--- src/shared/pgc_cfg.svh ---
// register indices, field positions, reset values and counts of the pattern generator/checker control
`ifndef PGC_CFG_SVH
`define PGC_CFG_SVH
`define PGC_IDX_CTRL     14'h0619
`define PGC_IDX_LEN      14'h061A
`define PGC_IDX_GAP      14'h061B
`define PGC_IDX_TALLY    14'h061C
`define PGC_IDX_CMD      14'h001B
`define PGC_IDX_GSTAT    14'h0630
`define PGC_IDX_IRQ_ST   14'h0631
`define PGC_IDX_IRQ_CLR  14'h0632
`define PGC_IDX_IRQ_EN   14'h0633
`define PGC_B_GEN_ON     0
`define PGC_B_PRBS       1
`define PGC_B_CHK_EN     2
`define PGC_B_WRAP       3
`define PGC_F_GEN_SEL    6:4
`define PGC_F_CHK_SEL    10:8
`define PGC_B_SEND       12
`define PGC_B_SHORT      13
`define PGC_B_LOCK       0
`define PGC_B_LOCK_CLR   1
`define PGC_B_EV_DONE    0
`define PGC_B_EV_MAX     1
`define PGC_RST_CTRL     16'h0574
`define PGC_RST_LEN      16'h05DC
`define PGC_RST_GAP      8'h7D
`define PGC_LEN_LONG     16'h05EE
`define PGC_LEN_SHORT    16'h0040
`define PGC_CRC_BYTES    16'h0004
`define PGC_CNT_MAX      16'hFFFF
`define PGC_CRC_POLY     32'hEDB8_8320
`define PGC_CRC_INIT     32'hFFFF_FFFF
`define PGC_LFSR_SEED    15'h7FFF
`endif

--- src/shared/pgc_pkg.sv ---
// types of the pattern generator/checker control
package pgc_pkg;
   typedef enum logic [1:0] {GEN_IDLE, GEN_DATA, GEN_GAP} pgc_gen_state_type;
   typedef enum logic [2:0] {
      SEL_RGMII = 3'h0, SEL_SGMII = 3'h1, SEL_RMII = 3'h2, SEL_MII = 3'h3, SEL_CU = 3'h5
   } pgc_path_sel_type;
endpackage

--- src/hw/pgc_ctrl.sv ---
// pattern/CRC frame generator and checker byte tally control with APB registers
// Function
// - plain packet mode sends 1518-byte frames, or 64-byte frames when short select set.
// - CRC frame trigger starts incrementing-payload CRC frames only with generator on, PRBS clear.
// - trigger bit is write-one-to-set and clears itself when burst finished sets.
// - checker source select routes checker input; 110/111 reserved; reset 101.
// - generator destination select routes generator output; 110/111 reserved; reset 111.
// - single mode stops all checker counting once any counter reaches maximum.
// - continuous mode pulses at maximum and restarts the counter from zero.
// - PRBS select with generator on produces pseudo-random frames continuously.
// - PRBS select with generator off keeps the receive checker enabled.
// - PRBS clear with generator on produces non-pseudo-random frames.
// - PRBS select and generator both clear also disables the checker.
// - generator on bit enables the generator; resets to zero.
// - 16-bit length field sets length of PRBS and CRC burst frames.
// - 8-bit gap field sets inter-frame gap bytes; reset 0x7D.
// - 16-bit read-only byte tally counts checker bytes; saturates in single mode.
// - tally frozen for reading on write of bit 0 or bit 1 of command register.
// - bit 0 only freezes counters; bit 1 freezes then clears them.
// - burst finished sets once all requested CRC frames are sent.
//
// Decided for this implementation: the APB register port.
`timescale 1ns/10ps
`include "pgc_cfg.svh"

module pgc_ctrl
   import pgc_pkg::*;
#(
   parameter int BURST_FRAMES = 1
)(
   input  wire logic        ref_clk,
   input  wire logic        rst_b,
   input  wire logic        clk_en,
   input  wire logic        psel,
   input  wire logic        penable,
   input  wire logic        pwrite,
   input  wire logic [15:0] paddr,
   input  wire logic [31:0] pwdata,
   output logic             pready,
   output logic [31:0]      prdata,
   output logic             pslverr,
   input  wire logic [4:0]  chk_byte_vld,
   input  wire logic        chk_other_max,
   output logic             chk_enable,
   output logic             chk_halt,
   output logic             cnt_lock,
   output logic             cnt_clear,
   output logic             cnt_wrap_pulse,
   output logic [4:0]       gen_route,
   output logic             gen_valid,
   output logic [7:0]       gen_data,
   output logic             gen_first,
   output logic             gen_last,
   output logic             gen_busy,
   output logic             pkt_done,
   output logic             irq
);

   function automatic logic [31:0] crc_step(input logic [31:0] c, input logic [7:0] d);
      logic [31:0] r;
      r = c ^ {24'h00_0000, d};
      for (int i = 0; i < 8; i++) begin
         r = r[0] ? ((r >> 1) ^ `PGC_CRC_POLY) : (r >> 1);
      end
      return r;
   endfunction

   // reset release through two flops
   logic rs1_q, rs2_q;
   always_ff @(posedge ref_clk or negedge rst_b) begin
      if (!rst_b) begin
         rs1_q <= 1'b0;
         rs2_q <= 1'b0;
      end else begin
         rs1_q <= 1'b1;
         rs2_q <= rs1_q;
      end
   end
   wire logic rst_n = rs2_q;

   logic        gen_on_q, prbs_q, chk_en_q, wrap_q, send_q, short_q;
   logic [2:0]  gen_sel_q, chk_sel_q;
   logic [15:0] len_q, live_q, tally_q, idx_q;
   logic [7:0]  gap_q, gap_cnt_q;
   logic [1:0]  st_q, ien_q;
   logic        done_q, burst_q, crc_frm_q;
   logic [31:0] crc_q;
   logic [14:0] lfsr_q;
   logic [31:0] burst_cnt_q;
   pgc_gen_state_type state_q;
   logic [15:0] frm_len_q;
   localparam logic [15:0] RST_CTRL = `PGC_RST_CTRL;

   // bus decode
   wire logic        wr_acc   = psel & penable & pwrite & clk_en;
   wire logic        rd_setup = psel & ~penable & ~pwrite & clk_en;
   wire logic [13:0] widx     = paddr[15:2];
   wire logic        s_ctrl   = (widx == `PGC_IDX_CTRL);
   wire logic        s_len    = (widx == `PGC_IDX_LEN);
   wire logic        s_gap    = (widx == `PGC_IDX_GAP);
   wire logic        s_tally  = (widx == `PGC_IDX_TALLY);
   wire logic        s_cmd    = (widx == `PGC_IDX_CMD);
   wire logic        s_gstat  = (widx == `PGC_IDX_GSTAT);
   wire logic        s_ist    = (widx == `PGC_IDX_IRQ_ST);
   wire logic        s_iclr   = (widx == `PGC_IDX_IRQ_CLR);
   wire logic        s_ien    = (widx == `PGC_IDX_IRQ_EN);
   wire logic        hit      = s_ctrl | s_len | s_gap | s_tally | s_cmd | s_gstat | s_ist | s_iclr | s_ien;
   wire logic        w_ctrl   = wr_acc & s_ctrl;
   wire logic        w_cmd    = wr_acc & s_cmd;
   wire logic        lock_cmd = w_cmd & (pwdata[`PGC_B_LOCK] | pwdata[`PGC_B_LOCK_CLR]);
   wire logic        clr_cmd  = w_cmd & pwdata[`PGC_B_LOCK_CLR];

   assign pready  = clk_en;
   assign pslverr = psel & penable & ~hit;

   // checker side
   assign chk_enable = chk_en_q & (gen_on_q | prbs_q);
   wire logic at_max = (live_q == `PGC_CNT_MAX);
   assign chk_halt = ~wrap_q & (at_max | chk_other_max);
   logic chk_pick;
   always_comb begin
      unique case (pgc_path_sel_type'(chk_sel_q))
         SEL_RGMII: chk_pick = chk_byte_vld[0];
         SEL_SGMII: chk_pick = chk_byte_vld[1];
         SEL_RMII:  chk_pick = chk_byte_vld[2];
         SEL_MII:   chk_pick = chk_byte_vld[3];
         SEL_CU:    chk_pick = chk_byte_vld[4];
         default:   chk_pick = 1'b0;
      endcase
   end
   wire logic byte_in = chk_enable & chk_pick & ~chk_halt;
   wire logic ev_max  = byte_in & (live_q == (`PGC_CNT_MAX - 16'h0001));

   logic [15:0] live_d;
   always_comb begin
      live_d = live_q;
      if (clr_cmd) begin
         live_d = 16'h0000;
      end else if (byte_in) begin
         live_d = at_max ? 16'h0000 : live_q + 16'h0001;
      end
   end

   // generator side
   always_comb begin
      unique case (pgc_path_sel_type'(gen_sel_q))
         SEL_RGMII: gen_route = 5'b00001;
         SEL_SGMII: gen_route = 5'b00010;
         SEL_RMII:  gen_route = 5'b00100;
         SEL_MII:   gen_route = 5'b01000;
         SEL_CU:    gen_route = 5'b10000;
         default:   gen_route = 5'b00000;
      endcase
   end

   wire logic        start_burst = ~prbs_q & send_q;
   // plain packet mode uses fixed sizes; PRBS and CRC bursts take the length field
   wire logic [15:0] plain_len = short_q ? `PGC_LEN_SHORT : `PGC_LEN_LONG;
   wire logic [15:0] new_len   = (prbs_q | start_burst) ? len_q : plain_len;
   // latched at frame start: a live length could leave idx past the end for 64k bytes
   wire logic [15:0] cur_len   = frm_len_q;
   wire logic        last_byte = (idx_q == cur_len - 16'h0001) | (cur_len == 16'h0000);
   wire logic [15:0] crc_ofs   = idx_q - (cur_len - `PGC_CRC_BYTES);
   wire logic        in_crc    = crc_frm_q & (idx_q >= cur_len - `PGC_CRC_BYTES) & (cur_len >= `PGC_CRC_BYTES);
   wire logic [31:0] crc_out   = ~crc_q;
   wire logic [31:0] crc_shift = crc_out >> {crc_ofs[1:0], 3'b000};
   wire logic [7:0]  pay_byte  = crc_frm_q ? idx_q[7:0] : lfsr_q[7:0];
   wire logic [7:0]  out_byte  = in_crc ? crc_shift[7:0] : pay_byte;
   wire logic        emit      = (state_q == GEN_DATA) & gen_on_q;
   wire logic        last_burst = burst_cnt_q == 32'(BURST_FRAMES - 1);
   wire logic        ev_done   = emit & last_byte & burst_q & last_burst;
   wire logic        send_ok   = w_ctrl & pwdata[`PGC_B_SEND] & gen_on_q & ~prbs_q;

   // interrupts: set wins over write-one clear
   wire logic [1:0] ev_vec = {ev_max, ev_done};
   wire logic [1:0] clr_vec = (wr_acc & s_iclr) ? pwdata[1:0] : 2'b00;
   assign irq = |(st_q & ien_q);

   // read data, captured in the setup cycle
   wire logic [15:0] rd_ctrl = {2'b00, short_q, send_q, 1'b0, chk_sel_q, 1'b0, gen_sel_q,
                                wrap_q, chk_en_q, prbs_q, gen_on_q};
   logic [15:0] rd_mux;
   always_comb begin
      rd_mux = 16'h0000;
      if (s_ctrl)  rd_mux = rd_ctrl;
      if (s_len)   rd_mux = len_q;
      if (s_gap)   rd_mux = {8'h00, gap_q};
      if (s_tally) rd_mux = tally_q;
      if (s_gstat) rd_mux = {14'h0000, gen_busy, done_q};
      if (s_ist)   rd_mux = {14'h0000, st_q};
      if (s_ien)   rd_mux = {14'h0000, ien_q};
   end

   always_ff @(posedge ref_clk or negedge rst_n) begin
      if (!rst_n) begin
         prdata <= 32'h0000_0000;
      end else if (rd_setup) begin
         prdata <= {16'h0000, rd_mux};
      end
   end

   // control registers
   always_ff @(posedge ref_clk or negedge rst_n) begin
      if (!rst_n) begin
         short_q   <= RST_CTRL[`PGC_B_SHORT];
         chk_sel_q <= RST_CTRL[`PGC_F_CHK_SEL];
         gen_sel_q <= RST_CTRL[`PGC_F_GEN_SEL];
         wrap_q    <= RST_CTRL[`PGC_B_WRAP];
         chk_en_q  <= RST_CTRL[`PGC_B_CHK_EN];
         prbs_q    <= RST_CTRL[`PGC_B_PRBS];
         gen_on_q  <= RST_CTRL[`PGC_B_GEN_ON];
         len_q     <= `PGC_RST_LEN;
         gap_q     <= `PGC_RST_GAP;
         ien_q     <= 2'b00;
      end else if (clk_en) begin
         if (w_ctrl) begin
            short_q   <= pwdata[`PGC_B_SHORT];
            chk_sel_q <= pwdata[`PGC_F_CHK_SEL];
            gen_sel_q <= pwdata[`PGC_F_GEN_SEL];
            wrap_q    <= pwdata[`PGC_B_WRAP];
            chk_en_q  <= pwdata[`PGC_B_CHK_EN];
            prbs_q    <= pwdata[`PGC_B_PRBS];
            gen_on_q  <= pwdata[`PGC_B_GEN_ON];
         end
         if (wr_acc & s_len) len_q <= pwdata[15:0];
         if (wr_acc & s_gap) gap_q <= pwdata[7:0];
         if (wr_acc & s_ien) ien_q <= pwdata[1:0];
      end
   end

   // counters, trigger and status flags
   always_ff @(posedge ref_clk or negedge rst_n) begin
      if (!rst_n) begin
         live_q         <= 16'h0000;
         tally_q        <= 16'h0000;
         cnt_lock       <= 1'b0;
         cnt_clear      <= 1'b0;
         cnt_wrap_pulse <= 1'b0;
         send_q         <= 1'b0;
         done_q         <= 1'b0;
         st_q           <= 2'b00;
      end else if (clk_en) begin
         live_q         <= live_d;
         if (lock_cmd) tally_q <= live_q;
         cnt_lock       <= lock_cmd;
         cnt_clear      <= clr_cmd;
         cnt_wrap_pulse <= byte_in & at_max & wrap_q;
         // a new trigger wins over the auto-clear of the same cycle
         if (send_ok) begin
            send_q <= 1'b1;
         end else if (ev_done) begin
            send_q <= 1'b0;
         end
         if (ev_done) begin
            done_q <= 1'b1;
         end else if (send_ok) begin
            done_q <= 1'b0;
         end
         st_q <= (st_q & ~clr_vec) | ev_vec;
      end
   end

   // frame generator
   always_ff @(posedge ref_clk or negedge rst_n) begin
      if (!rst_n) begin
         state_q     <= GEN_IDLE;
         idx_q       <= 16'h0000;
         frm_len_q   <= 16'h0000;
         gap_cnt_q   <= 8'h00;
         burst_q     <= 1'b0;
         crc_frm_q   <= 1'b0;
         crc_q       <= `PGC_CRC_INIT;
         lfsr_q      <= `PGC_LFSR_SEED;
         burst_cnt_q <= 32'h0000_0000;
         gen_valid   <= 1'b0;
         gen_data    <= 8'h00;
         gen_first   <= 1'b0;
         gen_last    <= 1'b0;
      end else if (clk_en) begin
         gen_valid <= emit;
         gen_first <= emit & (idx_q == 16'h0000);
         gen_last  <= emit & last_byte;
         if (emit) gen_data <= out_byte;
         unique case (state_q)
            GEN_IDLE: begin
               idx_q <= 16'h0000;
               crc_q <= `PGC_CRC_INIT;
               if (gen_on_q && new_len != 16'h0000) begin
                  state_q   <= GEN_DATA;
                  crc_frm_q <= ~prbs_q;
                  frm_len_q <= new_len;
                  burst_q   <= start_burst;
               end
            end
            GEN_DATA: begin
               if (!gen_on_q) begin
                  // switching off aborts the frame; the burst position is kept
                  state_q <= GEN_IDLE;
               end else begin
                  idx_q  <= idx_q + 16'h0001;
                  lfsr_q <= {lfsr_q[13:0], lfsr_q[14] ^ lfsr_q[13]};
                  if (!in_crc) crc_q <= crc_step(crc_q, pay_byte);
                  if (last_byte) begin
                     if (burst_q) burst_cnt_q <= last_burst ? 32'h0000_0000 : burst_cnt_q + 32'h0000_0001;
                     // the idle state is one gap byte itself, so 0 and 1 both give one
                     gap_cnt_q <= gap_q - 8'h01;
                     state_q   <= (gap_q > 8'h01) ? GEN_GAP : GEN_IDLE;
                  end
               end
            end
            GEN_GAP: begin
               gap_cnt_q <= gap_cnt_q - 8'h01;
               if (gap_cnt_q == 8'h01) state_q <= GEN_IDLE;
            end
            default: state_q <= GEN_IDLE;
         endcase
      end
   end

   assign gen_busy = (state_q != GEN_IDLE);
   assign pkt_done = done_q;

endmodule // pgc_ctrl

--- config.mk ---
export PLATFORM = sky130hd
export DESIGN_NAME = pgc_ctrl
export DESIGN_NICKNAME = d
export VERILOG_FILES = /design/src/shared/pgc_pkg.sv /design/src/hw/pgc_ctrl.sv
export VERILOG_INCLUDE_DIRS = /design/src /design/src/shared
export SDC_FILE = /design/constraint.sdc
export NUM_CORES = 1
export LEC_CHECK = 0
export ABC_CLOCK_PERIOD_IN_PS = 20800
export BUFFER_PORTS_ARGS = -buffer_cell sky130_fd_sc_hd__buf_2
export CAP_MARGIN = 15
export CORE_ASPECT_RATIO = 1.2
export CORE_MARGIN = 2
export CORE_UTILIZATION = 50
export CTS_CLUSTER_DIAMETER = 50
export DETAILED_ROUTE_END_ITERATION = 12
export PLACE_DENSITY = 0.81
export SLEW_MARGIN = 25
export SYNTH_ARGS = -nofsm -noshare
export SYNTH_HDL_FRONTEND = slang
export SYNTH_SLANG_ARGS = --single-unit
--- constraint.sdc ---
create_clock -name ref_clk -period 20.8 [get_ports ref_clk]
set_input_delay 2.08 -clock ref_clk [delete_from_list [all_inputs] [get_ports ref_clk]]
set_output_delay 2.08 -clock ref_clk [all_outputs]
set_load 0.01 [all_outputs]
### After elaboration in Yosys (flattened, before gate mapping)

Index checks and enable logic that the tools add are counted.
W data, S select, Z words.

* muxes and demuxes: 44
* multiply operators: 0
* bitwise logic cells: 67
* magnitude comparators: 3
* divide/modulo/power cells: 0
* shift operators: 1
* $add $sub $neg: 8
* reductions and logical operators: 29
* equal/unequal tests: 29

Operator list (number)
* $mux W32: 11
* $mux W16: 11
* $eq A14 B11 Y1 const B: 8
* $not A13 Y14: 8
* $pmux W32 S2: 1
* $and A1 B1 Y1: 33
* $add A16 B1 Y16 const B: 2
* $add A32 B1 Y32 const B: 1
* $eq A16 B16 Y1 const B: 2
* $logic_not A16 Y1: 2
* $logic_not A32 Y1: 1
* $mux W8: 4
* $not A32 Y32: 1
* $pmux W16 S2: 1
* $shr A32 B5 Y8: 1
* $xor A32 B8 Y32: 1
* $pmux W5 S5: 1
* $eq A16 B16 Y1: 1
* $ge A16 B16 Y1: 1
* $ge A16 B3 Y1 const B: 1
* $pmux W8 S2: 1
* $reduce_and A2 Y1: 8
* $reduce_bool A16 Y1: 1
* $sub A16 B1 Y16 const B: 1
* other kinds (33): 78

* memory bits (writable): 0
* memories: 0
* bits in read-only memories: 0
* latch bits: 0
* logic and storage cells: 215
* bits in registers: 228

### Logic depth before layout (Yosys ltp)

Gate-level depths: netlist of the first run.

* depth in word-level cells: 21
* gate-level depth with buffers: 16
* depth with buffers taken out: 14

### Worst setup path after synthesis of the first run

No wires, ideal clock.

* path kind: input-to-output
* from: in paddr[10]
* to: out pslverr
* arrival time: 3.667 ns
* required time: 18.720 ns
* buffers on the path: 1
* cell stages on the path: 5
* path slack: 15.053 ns
* cell sequence: nor4_1 > nand3_1 > nor3_1 > clkbuf_1 > nor4_1

* cells in the longest elaborated chain, start to end: 11
* elaborated cells on any way between the ends: 19
* classes of those cells: eq/ne: 9; bitwise: 10

RTL lines
* start: declaration: RTL line pgc_ctrl.sv:37 `input wire logic [15:0] paddr,`
* $eq A14 B11 Y1 (no line)
* $or A1 B1 Y1 (7 in series): RTL line pgc_ctrl.sv:107 `wire logic hit = s_ctrl | s_len | s_gap | s_tally | s_cmd | s_gstat | s_ist | s_iclr | s_ien;`
* $or A1 B1 Y1 (*): RTL line pgc_ctrl.sv:107
* $not A1 Y1 (*): RTL line pgc_ctrl.sv:114 `assign pslverr = psel & penable & ~hit;`
* $and A1 B1 Y1 (*): RTL line pgc_ctrl.sv:114
* end: declaration: RTL line pgc_ctrl.sv:41 `output logic pslverr,`

Every way passes the cells marked *; elsewhere a longest branch is shown, timed or not.

### Worst setup path after layout of the first run

Same ends and word-level chain as after synthesis.

==> results of run 1 <==
area by class of cell:
class	count	area, sq um
Multi-Input combinational cell	980	6760
Antenna cell	1	2.50
Tap cell	330	413
Clock inverter	16	158
Clock buffer	33	761
Timing Repair Buffer	93	490
Sequential cell	228	5790
Inverter	33	124
Fill cell	2125	11000
critical path, stage by stage:
cell and delay (ns):
buf_2 0.09, nor4_1 0.63, nand3_1 0.36, nor3_4 0.66, nor4_1 0.16, buf_2 0.18
layer usage:
| layer | global-route usage, % | vias to the layer above |
|---|---|---|
| li1 | - | 4789 |
| met1 | 29.5 | 5040 |
| met2 | 39.4 | 316 |
| met3 | 3.21 | 66 |
| met4 | 6.84 | 2 |
| met5 | 0 | - |
path summary, 6_finish.rpt:
check	from	slack (ns)	cells after the start	endpoint
setup / recovery	paddr[10]	14.54	6	pslverr
hold / removal	rs2_q	0.28	0	tally_q[10]
setup reg to reg	cur_len[2]	16.76	14	crc_q[4]
hold reg to reg	rs2_q	0.28	0	tally_q[10]
max in group asynchronous	rs2_q	18.66	2	gen_data[0]
min in group ref_clk	rs1_q	0.36	0	rs2_q
power breakdown:
group          switching (uW)  total, uW  internal, uW
logic                    16.5       22.9          6.40
registers                1.32        446           444
clock network             200        477           277
total                     217        945           728
state kept, by name (all words and copies together), names as in the netlist, 2 cells and up:
name,flops
chk_sel_q,3
gap_q,8
gen_data,8
burst_cnt_q,32
state_q,2
len_q,16
gap_cnt_q,8
cur_len,16
tally_q,16
crc_q,32
st_q,2
live_q,16
ien_q,2
idx_q,16
prdata,16
lfsr_q,15
gen_sel_q,3
Yosys cell counts, types with 7 or more instances:
cell         n
o21ai_1     17
and3_1      19
nand2_1    151
a22o_1       9
a31oi_1      7
nand4_1     29
mux4_2       9
buf_1        8
a21o_1       7
xor2_1      64
clkbuf_1    48
nor4_1      26
nor2b_1      7
nor3_1      40
buf_2        9
o21ai_0     85
nor3b_1      7
a2bb2oi_1   33
nand2b_1     7
buf_4       18
a21oi_1     32
mux2_2      57
xnor2_1     73
nor2_1      89
dfstp_2     66
mux2i_1     13
ha_1        29
dfrtp_1    162
a221o_1      8
nand3_1     32
o31ai_1      7
inv_1       33
metrics by stage:
| stage | setup WS, ns | hold WS (ns) | util (%) | cells | instance area (sq um) |
|---|---|---|---|---|---|
| after floorplan | 14.09 | 0.331 | - | 1327 | 13100 |
| after global placement | 14.31 | 0.290 | 53.1 | 1664 | 13600 |
| after detailed placement | 14.26 | 0.298 | 53.1 | 1664 | 13600 |
| after CTS | 14.27 | 0.298 | 56.7 | 1713 | 14500 |
| after global routing | 14.44 | 0.328 | 56.8 | 1714 | 14500 |
| final | 14.54 | 0.278 | 56.8 | 1714 | 14500 |
cells by family after synthesis:
group                      after synthesis  synth area share (%)
buffers and inverters                  119                  4.21
xor gates and xnor gates               138                  9.34
and+or+nand+nor                        465                  18.6
DFF                                    228                  44.4
AOI/OAI and AO/OA                      251                  12.9
other                                    2                0.0577
muxes                                   79                  7.48
adders and majority gates               30                  2.94
==> results.py, run 1 <==
metrics = {
    "run_status": {
        "outcome": "completed",
    },
    "floorplan": {
        "chipWidth_microns": 151,
        "rows": 64,
        "die_h_microns": 181,
        "core-area_sq_um": 25500,
        "floorplan.initialDensity_pct": 51.0,
        "die_area_sq_um": 27400,
        "ios": 118,
    },
    "finish": {
        "final_common_cell": "dfrtp_1",
        "finalNetCount": 1453,
        "mostFrequentLayoutCells": "dfrtp_1, nand2_1, nor2_1",
        "drive_gt1_share_pct": 21.9,
        "area_growth_pct": 11.3,
    },
    "clock_tree": {
        "clk_latency_ns": 0.54,
        "postCtsResizedCells": 0,
        "htreeDepth": 1,
        "post_cts_buffers": 0,
        "cts_hold_buf": 0,
        "cts_tree": "yes",
        "clock-sinks": 228,
        "cts_buffers": 27,
        "path_clk_slew_ns": 0.06,
        "clockBufferDepth": 3,
        "root_buffer": "clkbuf_16",
    },
    "setup_path": {
        "worstPathArrival_ns": 4.18,
        "path_class": "in2out",
        "required_ns": 18.72,
        "critPathCaptureType": "output pin",
        "critPathLaunchType": "input port",
        "crit_path_max_fanout": 17,
    },
    "placement": {
        "gp_congestion": 0.897,
        "portBuffers": 83,
        "dp_hpwl_microns": 21800,
    },
    "synth": {
        "synth.distinct_cells": 76,
        "post-synth-top-area-fraction_pct": 31.1,
        "synth_top_cell_by_area": "dfrtp_1",
        "synth_seq_cells": 228,
        "synth_area_sq_um": 13000,
        "yosysSeqAreaShare_pct": 44.4,
        "synth_warnings": 0,
        "synthArstFlopShare_pct": 100,
        "synth_edf_count": 0,
        "syn_inst": 1312,
        "yosys_most_used_dff": "dfrtp_1",
        "synth_area_leaders": "dfrtp_1, dfstp_2, mux2_2, xnor2_1, nand2_1",
        "synth_area_per_cell_sq_um": 9.93,
    },
    "sta": {
        "max_slew_margin_pct": 30.7,
        "max_freq_mhz": 160,
        "period_minus_slack_ns": 6.26,
        "final-setup-viol-count": 0,
        "finalSetupTns_ns": 0,
        "final-max-slew-violation-count": 0,
        "report.final.hold_viol_count": 0,
        "fin_skew_ns": 0.0153,
        "finalCritPeriodShare_pct": 30.1,
        "rsz0062_at_grt": "no",
        "tightest_slew_ns": 1.03,
    },
    "pwr": {
        "p_total_uw": 945,
        "leakagePower_uw": 0.00639,
        "p_per_area_nw_per_um2": 65.2,
        "vdd_ir_drop_max_v": 0.0000596,
    },
    "route": {
        "drt-initial-drc-count": 787,
        "ant_nets": 0,
        "vias": 10213,
        "viasPerCell": 5.96,
        "wl_met1_microns": 12900,
        "wl_per_cell_microns": 18.1,
        "route.detailed.drc": 0,
        "wl_met2_microns": 15500,
        "first_pass_iters": 5,
        "highest_layer": "met5",
        "wl_met3_microns": 1720,
        "wirelength_microns": 30900,
    },
    "global_routing": {
        "grt_pass1_vias": 10129,
        "grt_usage_pct": 22.8,
        "grt_pass1_wl_microns": 51200,
        "grt_max_degree": 75,
        "grt_antenna_before_repair": 2,
        "overflow": 0,
    },
    "hold_path": {
        "hp-class": "reg2async",
    },
    "job": {
        "cap_violations": 0,
    },
}
(Power assumes the default switching activity.)
==> run 2, diff against run 1 <==
--- a/config.mk
+++ b/config.mk
@@ -6,7 +6,7 @@
 export SDC_FILE = /design/constraint.sdc
 export NUM_CORES = 1
 export LEC_CHECK = 0
-export ABC_CLOCK_PERIOD_IN_PS = 20800
+export ABC_CLOCK_PERIOD_IN_PS = 5600
 export BUFFER_PORTS_ARGS = -buffer_cell sky130_fd_sc_hd__buf_2
 export CAP_MARGIN = 15
 export CORE_ASPECT_RATIO = 1.2
@@ -14,7 +14,7 @@
 export CORE_UTILIZATION = 50
 export CTS_CLUSTER_DIAMETER = 50
 export DETAILED_ROUTE_END_ITERATION = 12
-export PLACE_DENSITY = 0.81
+export PLACE_DENSITY = 0.84
 export SLEW_MARGIN = 25
 export SYNTH_ARGS = -nofsm -noshare
 export SYNTH_HDL_FRONTEND = slang
==> constraint.sdc (replaced) <==
create_clock -name ref_clk -period 5.6 [get_ports ref_clk]
set_input_delay 0.56 -clock ref_clk [delete_from_list [all_inputs] [get_ports ref_clk]]
set_output_delay 0.56 -clock ref_clk [all_outputs]
set_load 0.01 [all_outputs]
==> run 2 against run 1 <==
  * Via count grew 1.1%
  * Sequential power increased to 3.7 times the previous value
  * Clock skew up 0.0046 ns
  * Critical path type is now reg2reg
==> results.py, run 2 (same netlist as run 1, synthesis figures left out) <==
metrics = {
    "finish": {
        "reg_top3": "burst_cnt_q (32), crc_q (32)",
        "final_util_pct": 57.4,
        "area_growth_pct": 12.5,
        "drive_gt1_share_pct": 22.1,
        "final_common_cell": "dfrtp_1",
        "mostFrequentLayoutCells": "dfrtp_1, nand2_1, nor2_1",
        "finalNetCount": 1457,
    },
    "floorplan": {
        "chipWidth_microns": 151,
        "die_area_sq_um": 27400,
        "rows": 64,
        "floorplan.initialDensity_pct": 51.0,
        "core-area_sq_um": 25500,
        "ios": 118,
        "die_h_microns": 181,
    },
    "route": {
        "wirelength_microns": 31800,
        "vias": 10330,
        "first_pass_iters": 5,
        "viasPerCell": 6.00,
        "wl_per_cell_microns": 18.4,
        "ant_nets": 0,
        "drt-initial-drc-count": 672,
        "route.detailed.drc": 0,
    },
    "sta": {
        "hold_ws_ns": 0.260,
        "fin_skew_ns": 0.0199,
        "final-setup-viol-count": 0,
        "finalCritPeriodShare_pct": 71.8,
        "max_slew_margin_pct": 31.4,
        "period_minus_slack_ns": 4.02,
        "max_freq_mhz": 249,
        "final-max-slew-violation-count": 0,
        "report.final.hold_viol_count": 0,
        "tightest_slew_ns": 1.02,
        "finalSetupTns_ns": 0,
        "rsz0062_at_grt": "no",
    },
    "global_routing": {
        "grt_pass1_wl_microns": 52300,
        "grt_antenna_before_repair": 0,
        "grt_max_degree": 101,
        "grt_usage_pct": 23.4,
        "grt_pass1_vias": 10288,
        "overflow": 0,
    },
    "setup_path": {
        "required_ns": 6.06,
        "cp_cell_sequence": "inv_1, ha_1, nor3b_1, nand2_1, nor2_1, xnor2_1, ha_1, a21o_1, a211oi_1, o21ai_0, o221ai_1, buf_4, o21a_1, buf_4, a2bb2oi_1",
        "path_class": "reg2reg",
        "critPathCaptureType": "flip-flop",
        "crit_path_max_fanout": 32,
        "critPathMaxStageDelay_ns": 0.51,
        "worstPathArrival_ns": 4.48,
        "cp_slowest_cell": "dfrtp_1",
        "critPathLaunchType": "flip-flop",
    },
    "clock_tree": {
        "clock-sinks": 228,
        "postCtsResizedCells": 0,
        "clk_latency_ns": 0.55,
        "root_buffer": "clkbuf_16",
        "cts_buffers": 30,
        "path_clk_slew_ns": 0.06,
        "htreeDepth": 1,
        "clockBufferDepth": 3,
        "cts_tree": "yes",
    },
    "placement": {
        "portBuffers": 83,
        "dp_hpwl_microns": 22200,
        "gp_congestion": 0.890,
    },
    "pwr": {
        "pwr-share-seq_pct": 44.6,
        "p_switching_uw": 821,
        "p_total_uw": 3720,
        "leakagePower_uw": 0.00648,
        "power_frac_comb_pct": 2.2,
        "swShare_pct": 22.1,
        "vdd_ir_drop_max_v": 0.000230,
        "p_per_area_nw_per_um2": 254,
        "p_int_uw": 2900,
        "p_clk_share_pct": 53.2,
    },
    "hold_path": {
        "hp-class": "in2reg",
    },
    "job": {
        "cap_violations": 0,
    },
    "run_status": {
        "outcome": "completed",
    },
}
-- run 2: path summary, 6_finish.rpt --
path,start,endpoint,slack [ns],depth (start not counted)
worst max-delay path,cur_len[2],crc_q[4],1.58,15
worst min-delay path,pwdata[13],short_q,0.26,2
worst max register to register,cur_len[2],crc_q[4],1.58,15
worst min register to register,rs1_q,rs2_q,0.35,0
max in group asynchronous,rs2_q,gen_valid,3.84,1
min in group asynchronous,rst_b,rs2_q,0.32,2
-- run 2: final cells by class --
class                   count  area, sq um
fillers                  2044        10900
multi-input cells         980         6760
flip-flops and latches    228         5790
clock buffers              40          860
repair buffers             94          513
well taps                 330          413
clock inverters            16          190
inverters                  33          124
diodes                      1         2.50
-- run 2: worst max-delay path: cells and delay by family, from the launching register on --
family | cells | cell delay, ns
fa+ha+maj | 2 | 0.49
compound gates | 6 | 1.14
xor+xnor | 1 | 0.14
buf+inv | 3 | 0.77
flops | 1 | 0.51
simple gates | 3 | 0.87
-- run 2: repair_timing --
action / 4_1_cts / 5_1_grt
setup buffers: 0 / 0
hold buffers: 1 / 0
hold endpoints to repair: 2 / 0
-- run 2: through the flow --
| stage | setup slack, ns | std cells | area (sq um) |
|---|---|---|---|
| floorplan | 1.91 | 1327 | 13100 |
| global placement | 1.77 | 1664 | 13600 |
| detailed placement | 1.65 | 1664 | 13600 |
| CTS | 1.62 | 1721 | 14600 |
| global route | 1.20 | 1721 | 14600 |
| finish | 1.58 | 1722 | 14700 |
-- run 2: power groups by stage --
stage          Combinational (uW)  Clock (uW)  Sequential (uW)
2_1_floorplan                40.8           0             1700
3_3_place_gp                 82.0           0             1690
3_5_place_dp                 83.6           0             1690
4_1_cts                      84.2        2000             1660
5_1_grt                      93.5        2080             1660
6_report                     83.7        1980             1660
-- run 2: metal layers --
layer  track usage, %  up-vias  part of all wire, %
li1                 -     4778                    -
met1             30.1     5113                   41
met2             40.3      373                   51
met3             3.01       66                  5.7
met4             8.11        0                  3.0
met5                0        -                    0
